$ cat src/include/acpc_pkg.sv
// package of constants and types for the converter conversion/power control
package acpc_pkg;

   // ****************************************************************
   // timing
   // ****************************************************************
   // clock period in picoseconds (250 MHz)
   localparam int unsigned CLK_PERIOD_PS = 4000;
   // conversion phase length in ns; value is a plain default
   localparam int unsigned CONV_TIME_NS = 3000;
   // longest time, so rounded down to whole cycles, at least one
   localparam int unsigned CONV_CYCLES_RAW = (CONV_TIME_NS * 1000) / CLK_PERIOD_PS;
   localparam int unsigned CONV_CYCLES = (CONV_CYCLES_RAW < 1) ? 1 : CONV_CYCLES_RAW;
   // width of the conversion cycle counter
   localparam int unsigned CNT_W = 12;

   // ****************************************************************
   // synchronised pin bundle: bit positions
   // ****************************************************************
   localparam int unsigned PIN_W = 6;
   localparam int unsigned PIN_START_N = 0;
   localparam int unsigned PIN_PD = 1;
   localparam int unsigned PIN_REF_PD = 2;
   localparam int unsigned PIN_BUF_PD = 3;
   localparam int unsigned PIN_CS_N = 4;
   localparam int unsigned PIN_RD_N = 5;
   // reset value of the bundle: strobes idle high, power-down pins low
   localparam logic [PIN_W-1:0] PIN_RESET = 6'h31;

   // ****************************************************************
   // types
   // ****************************************************************
   typedef enum logic [1:0] {
      ACPC_ACQ,
      ACPC_CONV,
      ACPC_PDOWN
   } acpc_state_t;

   typedef struct packed {
      logic start_n;
      logic pd;
      logic ref_pd;
      logic buf_pd;
      logic cs_n;
      logic rd_n;
   } acpc_pins_t;

   typedef struct packed {
      acpc_state_t st;
      logic [CNT_W-1:0] cnt;
      logic start_prev;
      logic busy;
      logic low_power;
      logic powered_down;
      logic done;
      logic ref_core_on;
      logic ref_buffer_on;
      logic temp_en;
      logic bus_en;
   } acpc_regs_t;

endpackage

$ cat src/rtl/acpc_ctrl.sv
// conversion start and power-state control of the sampling converter
`timescale 1ns/100ps
module acpc_ctrl
   import acpc_pkg::*;
#(
   parameter int unsigned CONV_LEN = CONV_CYCLES
) (
   input wire logic clk,
   input wire logic rst,
   input wire logic conversion_start_n,
   input wire logic powerdown_pin,
   input wire logic ref_core_powerdown,
   input wire logic ref_buffer_powerdown,
   input wire logic cs_n,
   input wire logic rd_n,
   input wire logic cfg_powerdown_sel,
   input wire logic cfg_powerdown,
   output logic busy_q,
   output logic conv_done_q,
   output logic low_power_q,
   output logic powered_down_q,
   output logic ref_core_on_q,
   output logic ref_buffer_on_q,
   output logic temp_sensor_en_q,
   output logic bus_enable_q
);

   // ****************************************************************
   // pin synchronisation
   // ****************************************************************
   logic [PIN_W-1:0] pin_raw;
   logic [PIN_W-1:0] pin_lvl;
   acpc_pins_t pins;

   // all pins come from the host's domain, so each one is filtered
   always_comb begin
      pin_raw = '0;
      pin_raw[PIN_START_N] = conversion_start_n;
      pin_raw[PIN_PD] = powerdown_pin;
      pin_raw[PIN_REF_PD] = ref_core_powerdown;
      pin_raw[PIN_BUF_PD] = ref_buffer_powerdown;
      pin_raw[PIN_CS_N] = cs_n;
      pin_raw[PIN_RD_N] = rd_n;
   end

   acpc_pin_sync #(
      .W(PIN_W),
      .INIT(PIN_RESET)
   ) u_sync (
      .clk(clk),
      .rst(rst),
      .pin(pin_raw),
      .level_q(pin_lvl)
   );

   // unpack the filtered levels into the carrier struct
   always_comb begin
      pins.start_n = pin_lvl[PIN_START_N];
      pins.pd = pin_lvl[PIN_PD];
      pins.ref_pd = pin_lvl[PIN_REF_PD];
      pins.buf_pd = pin_lvl[PIN_BUF_PD];
      pins.cs_n = pin_lvl[PIN_CS_N];
      pins.rd_n = pin_lvl[PIN_RD_N];
   end

   // ****************************************************************
   // request decode
   // ****************************************************************
   localparam logic [CNT_W-1:0] CNT_LAST = CNT_W'(CONV_LEN - 1);

   logic start_fall;
   logic pd_req;
   logic conv_last;
   acpc_regs_t r_q;
   acpc_regs_t r_d;

   // edge on the filtered level only; strobes take no part in it
   assign start_fall = r_q.start_prev & ~pins.start_n;
   // config selection makes the pin a don't-care
   assign pd_req = cfg_powerdown_sel ? cfg_powerdown : pins.pd;
   assign conv_last = (r_q.st == ACPC_CONV) && (r_q.cnt == CNT_LAST);

   // ****************************************************************
   // next-state logic
   // ****************************************************************
   // power-down is sampled in a conversion only on its last cycle, so a request
   // that arrives mid-conversion simply waits for the last cycle
   always_comb begin
      r_d = r_q;
      r_d.start_prev = pins.start_n;
      r_d.done = 1'b0;
      unique case (r_q.st)
         ACPC_ACQ: begin
            if (start_fall) begin
               r_d.st = ACPC_CONV;
               r_d.cnt = '0;
            end else if (pd_req) begin
               r_d.st = ACPC_PDOWN;
            end
         end
         ACPC_CONV: begin
            // further start edges are not looked at here; power-down only on the last cycle
            if (conv_last) begin
               r_d.done = 1'b1;
               r_d.cnt = '0;
               if (pd_req) begin
                  r_d.st = ACPC_PDOWN;
               end else begin
                  r_d.st = ACPC_ACQ;
               end
            end else begin
               r_d.cnt = r_q.cnt + CNT_W'(1);
            end
         end
         ACPC_PDOWN: begin
            // start edges while powered down are dropped
            if (!pd_req) begin
               r_d.st = ACPC_ACQ;
            end
         end
      endcase
      r_d.busy = (r_d.st == ACPC_CONV);
      r_d.low_power = (r_d.st == ACPC_ACQ);
      r_d.powered_down = (r_d.st == ACPC_PDOWN);
      // reference pieces follow their own pins, independent of state
      r_d.ref_core_on = ~pins.ref_pd;
      r_d.ref_buffer_on = ~pins.buf_pd;
      r_d.temp_en = ~pins.ref_pd & ~pins.buf_pd;
      // host interface never gated by acquisition or power-down
      r_d.bus_en = ~pins.cs_n & ~pins.rd_n;
   end

   // ****************************************************************
   // state register
   // ****************************************************************
   always_ff @(posedge clk) begin
      if (rst) begin
         r_q.st <= ACPC_ACQ;
         r_q.cnt <= '0;
         r_q.start_prev <= 1'b1;
         r_q.busy <= 1'b0;
         r_q.low_power <= 1'b1;
         r_q.powered_down <= 1'b0;
         r_q.done <= 1'b0;
         r_q.ref_core_on <= 1'b1;
         r_q.ref_buffer_on <= 1'b1;
         r_q.temp_en <= 1'b1;
         r_q.bus_en <= 1'b0;
      end else begin
         r_q <= r_d;
      end
   end

   // ****************************************************************
   // outputs, all straight from flip-flops
   // ****************************************************************
   assign busy_q = r_q.busy;
   assign conv_done_q = r_q.done;
   assign low_power_q = r_q.low_power;
   assign powered_down_q = r_q.powered_down;
   assign ref_core_on_q = r_q.ref_core_on;
   assign ref_buffer_on_q = r_q.ref_buffer_on;
   assign temp_sensor_en_q = r_q.temp_en;
   assign bus_enable_q = r_q.bus_en;
endmodule

$ cat src/rtl/acpc_pin_sync.sv
// three-stage pin synchroniser with agreement filter
`timescale 1ns/100ps
module acpc_pin_sync #(
   parameter int unsigned W = 1,
   parameter logic [W-1:0] INIT = '0
) (
   input wire logic clk,
   input wire logic rst,
   input wire logic [W-1:0] pin,
   output logic [W-1:0] level_q
);

   logic [W-1:0] s1_q;
   logic [W-1:0] s2_q;
   logic [W-1:0] s3_q;

   // first stage feeds only the second; a change counts once 2 and 3 agree
   always_ff @(posedge clk) begin
      if (rst) begin
         s1_q <= INIT;
         s2_q <= INIT;
         s3_q <= INIT;
         level_q <= INIT;
      end else begin
         s1_q <= pin;
         s2_q <= s1_q;
         s3_q <= s2_q;
         for (int i = 0; i < W; i++) begin
            if (s2_q[i] == s3_q[i]) begin
               level_q[i] <= s3_q[i];
            end
         end
      end
   end

endmodule

$ cat config.mk
export PLATFORM = sky130hd
export DESIGN_NAME = acpc_ctrl
export DESIGN_NICKNAME = d
export VERILOG_FILES = /design/src/include/acpc_pkg.sv /design/src/rtl/acpc_ctrl.sv /design/src/rtl/acpc_pin_sync.sv
export SDC_FILE = /design/constraint.sdc
export NUM_CORES = 1
export LEC_CHECK = 0
export ABC_AREA = 1
export BUFFER_PORTS_ARGS = -buffer_cell sky130_fd_sc_hd__buf_2
export CORE_ASPECT_RATIO = 0.75
export CORE_MARGIN = 2
export CORE_UTILIZATION = 57
export CTS_CLUSTER_DIAMETER = 100
export DETAILED_ROUTE_END_ITERATION = 8
export PLACE_DENSITY_LB_ADDON = 0.15
export SLEW_MARGIN = 20
export SYNTH_ARGS = -nofsm -noshare
export SYNTH_HDL_FRONTEND = slang
export SYNTH_HIERARCHICAL = 1
export SYNTH_SLANG_ARGS = --single-unit
$ cat constraint.sdc
create_clock -name clk -period 2.05 [get_ports clk]
set_input_delay 0.205 -clock clk [delete_from_list [all_inputs] [get_ports clk]]
set_output_delay 0.205 -clock clk [all_outputs]
set_load 0.1 [all_outputs]
Word level (Yosys, flattened, before mapping)
Cells that the tools add are included.
Widths: inputs -> output; s select.
{"block": "totals", "word_cells": 59, "out_inout_bits": 8, "in_bits": 10, "reg_bits": 47}
{"block": "op_classes", "n_reduce_logical": 6, "n_bitwise": 9, "n_eq_ne": 12, "mux": 11, "addsub": 1}
{"cell": "$mux 12", "count": 2}
{"cell": "$pmux 12 s2", "count": 1}
{"cell": "$add 12x1->12 const B", "count": 1}
{"cell": "$eq 12x10->1 const B", "count": 1}
{"cell": "$mux 2", "count": 5}
{"cell": "$eq 1x1->1", "count": 6}
{"cell": "$not 1->1", "count": 6}
{"cell": "$pmux 2 s3", "count": 1}
{"cell": "$eq 2x1->1 const B", "count": 2}
{"cell": "$eq 2x2->1 const B", "count": 2}
{"cell": "$logic_not 2->1", "count": 2}
{"cell": "$and 1x1->1", "count": 3}
{"cell": "$mux 1", "count": 2}
{"cell": "$ne 2x2->1 const B", "count": 1}
{"cell": "$reduce_and 2->1", "count": 1}
{"cell": "$reduce_bool 2->1", "count": 1}
{"cell": "$reduce_or 2->1", "count": 1}
{"cell": "$logic_and 1x1->1", "count": 1}

Logic depth before layout (Yosys ltp)
{"block": "logic_depth", "depth_word": 5, "ltp_mapped": 11, "ltp_nobuf": 11}

Modules after synthesis
The synthesis kept the hierarchy.
{"module": "acpc_ctrl", "seq_area_each_um2": 460.4, "area_each_um2": 1148.6, "cells_each": 166, "instances": 1}
{"module": "acpc_pin_sync", "seq_area_each_um2": 480.5, "area_each_um2": 753.2, "cells_each": 87, "instances": 1}

Least setup slack after synthesis
Ideal clock, no wire load.
{"block": "synth_path", "path_type": "register to register", "start": "reg r_q[22] in the netlist's numbering", "end": "reg r_q[19] in the netlist's numbering", "n_path_buf": 0, "stages_incl_launch_ff": 12, "synth_period_minus_slack_ns": 1.473, "arrival_ns": 1.362, "setup_time_ns": 0.110, "path_slack_ns": 0.577, "t_required_ns": 1.940, "path_cell_list": "dfxtp_1 inv_1 ha_1 nand2_1 nor2_2 nand3_2 nand2_1 nand2_2 nand2_4 inv_1 nand2_1 nor2_1"}
{"block": "synth_via", "elab_chain_cells": 4, "word_cells_on_any_way": 8, "classes_between": "2 x eq/ne; 2 x mux; 4 x reduce/logical"}
{"item": "from (decl)", "line": "acpc_ctrl.sv:74", "text": "acpc_regs_t r_q;"}
{"item": "from (signal assigned)", "line": "acpc_ctrl.sv:150", "text": "r_q <= r_d;"}
{"item": "$eq 2x1->1", "line": "acpc_ctrl.sv:81, acpc_ctrl.sv:92"}
{"item": "$logic_and 1x1->1", "line": "acpc_ctrl.sv:81", "text": "assign conv_last = (r_q.st == ACPC_CONV) && (r_q.cnt == CNT_LAST);"}
{"item": "$mux 12", "line": "acpc_ctrl.sv:103", "text": "if (conv_last) begin"}
{"item": "$pmux 12 s2", "line": "acpc_ctrl.sv:92", "text": "unique case (r_q.st)"}
Several ways; a longest one is shown, not always the timed one.
A chain may end at the register's enable or synchronous reset.

Final worst setup path
{"block": "layout_path", "start": "reg r_q[22] in the netlist's numbering", "end": "reg r_q[17] in the netlist's numbering"}
Same word-level chain as after synthesis.

==> flow_summary.toml <==
[die]
dieHeight_um = 54.0
rows = 18
die_w_um = 70.7
ios = 18
coreArea_um2 = 3240
floorplan.initialDensity = 0.586
dieArea_um2 = 3820

[hold_path]
hold_start = "cs_n"
hold_class = "primary input to register"

[synth]
synth_nets = 268
synth_area_leaders = "dfxtp_1 (49%), nand2_1 (12%), inv_1 (9.1%)"
netlist-cell-type-count = 24
yosysTopAreaCell = "dfxtp_1"
synth_warnings = 6
ys_ff_latch = 47
yosysTopAreaCellShare = 0.495
avgSynthCellArea_um2 = 7.52
ys_seq_area_frac = 0.495
syn_area_um2 = 1900
synth_cells = 253

[sta]
setup_viol = 0
finalClockSkew_ns = 0.00311
finalMaxSlewViolations = 0
fin_tns_setup_ns = 0
rsz0062_at_grt = "no"
finalCritPeriodShare = 0.889
fmax_ghz = 0.549
period_needed_ns = 1.82
setup_slack_ns = 0.228
final_hold_viol_count = 0
tightestPinTransition_ns = 0.484
maxSlewHeadroom = 0.679
hold_slack_ns = 0.0810

[critical_path]
cp.required_ns = 2.27
cp-end-kind = "register"
arrival_ns = 2.04
cp_cell_sequence = "inv_1 > ha_1 > nor2_2 > a21oi_4 > nand3_1 > o21ai_0 > nor3b_1"
cp-start-kind = "register"
cpPeakStageDelay_ns = 0.33
slowest_stage = "a21oi_4"
r2r-start = "r_q[22]"
worst-path-max-fanout = 13
crit_type = "register to register"
crit_start = "r_q[22]"

[place]
dp_slack_ns = 0.271
place.gp.congestion = 0.862
port_buffers = 17
dpl.hpwl_um = 2170
placedCellCount = 307

[final_layout]
syn_to_final_growth_pct = 10.3
stdcell_count = 315
nFillCells = 283
final_common_cell = "nand2_1"
antenna-diode-count = 0
drive_gt1_frac = 0.124
post-route-util = 0.647
layout_common_cells = "nand2_1 (59), dfxtp_1 (47), inv_1 (46)"
nNetsFinal = 289

[clocking]
cts_resized = 0
cts_inserted_buffers = 5
htree_levels = 2
clkSlewWorstSetupHoldPaths_ns = 0.09
cts_setup_buffers = 0
clock_latency_ns = 0.29
clkSinkCount = 47
cts-root-buf = "clkbuf_8"
ctsHoldBuffers = 0
cts_tree = "done"
clk_path_buf_depth = 2

[route]
dr.pass1.iters = 4
routed_wl_um = 3070
drt-wirelength-per-cell_um = 9.74
via_per_inst = 4.63
drc_errors = 0
drtAntennaViolNets = 0
drt_iter0_markers = 75
vias = 1460

[global_routing]
grt_pass1_wl_um = 5200
grt_pass1_vias = 1235
grt.overflow.total = 0
grt_max_degree = 27
track_usage = 0.181
grt_antenna_before_repair = 0

[power]
p_per_area_nw_per_um2 = 770
peakVddDrop_mv = 0.542
power.leakage_nw = 0.939

[job]
cap_viol_max_count = 0

[outcome]
outcome = "finished clean"
[report_power, final]
group	internal (mW)	leakage, nW	switching, mW
logic	0.0346	0.514	0.0879
clock network	0.245	0.0418	0.308
registers	0.932	0.383	0.00702
total	1.21	0.939	0.403
[cell usage after synthesis]
master	count
nand2_1	59
dfxtp_1	47
inv_1	46
nor2_1	34
a21oi_1	14
nand3_1	9
or2_1	6
ha_1	5
nor3_1	5
o21ai_0	5
nor2_2	4
nand4_1	3
buf_6	2
nand2_2	2
nor3b_1	2
or2_0	2
a21oi_4	1
buf_2	1
buf_4	1
clkinv_1	1
nand2_4	1
nand3_2	1
o211ai_1	1
o22ai_1	1
[layer usage]
| metal | vias to the layer above | routed length (um) | global-route usage |
|---|---|---|---|
| met5 | - | 0 | 0 |
| met4 | 0 | 27 | 0.0975 |
| met2 | 23 | 1300 | 0.268 |
| met3 | 2 | 116 | 0.0506 |
| li1 | 809 | - | - |
| met1 | 626 | 1630 | 0.243 |
[through the flow]
stage / instance area, um^2 / power [mW]
6_report: 2100 / 1.61
3_3_place_gp: 2010 / 1.08
3_5_place_dp: 2010 / 1.08
4_1_cts: 2100 / 1.63
2_1_floorplan: 1900 / 1.06
5_1_grt: 2100 / 1.69
[worst paths after layout]
| kind | endpoint | slack (ns) | depth (start not counted) |
|---|---|---|---|
| max | r_q[17] | 0.23 | 7 |
| min | u_sync/s1_q[4] | 0.08 | 2 |
| max reg2reg | r_q[17] | 0.23 | 7 |
| min reg2reg | u_sync/s2_q[5] | 0.41 | 1 |
[cell families after synthesis]
group / synth area share
and+or+nand+nor: 0.295
adders and majority gates: 0.0329
DFF: 0.495
buffers and inverters: 0.111
AOI/OAI and AO/OA: 0.0658
[worst max-delay path: cells and delay by family (launching register included)]
kind / cells / cell delay [ns]
adder cells (fa/ha/maj): 1 / 0.32
AO/OA/AOI/OAI: 2 / 0.51
buffers and inverters: 1 / 0.12
flip-flops: 1 / 0.32
AND/OR/NAND/NOR: 3 / 0.49
[flip-flops by register name, indices dropped and copies added, names as in the netlist]
signal / cells
low_power_q: 1
powered_down_q: 1
r_q: 15
bus_enable_q: 1
conv_done_q: 1
ref_core_on_q: 1
u_sync/s2_q: 6
u_sync/s1_q: 6
u_sync/level_q: 6
temp_sensor_en_q: 1
ref_buffer_on_q: 1
busy_q: 1
u_sync/s3_q: 6
[area by class of cell]
class	count	area [um^2]	share of cell area
Multi-Input combinational cell	155	749	0.357
Clock inverter	2	16.3	0.00775
Timing Repair Buffer	18	92.6	0.0441
Tap cell	40	50.0	0.0239
Clock buffer	6	72.6	0.0346
Sequential cell	47	941	0.448
Inverter	47	176	0.0841
Power figures use the tool's default switching activity.
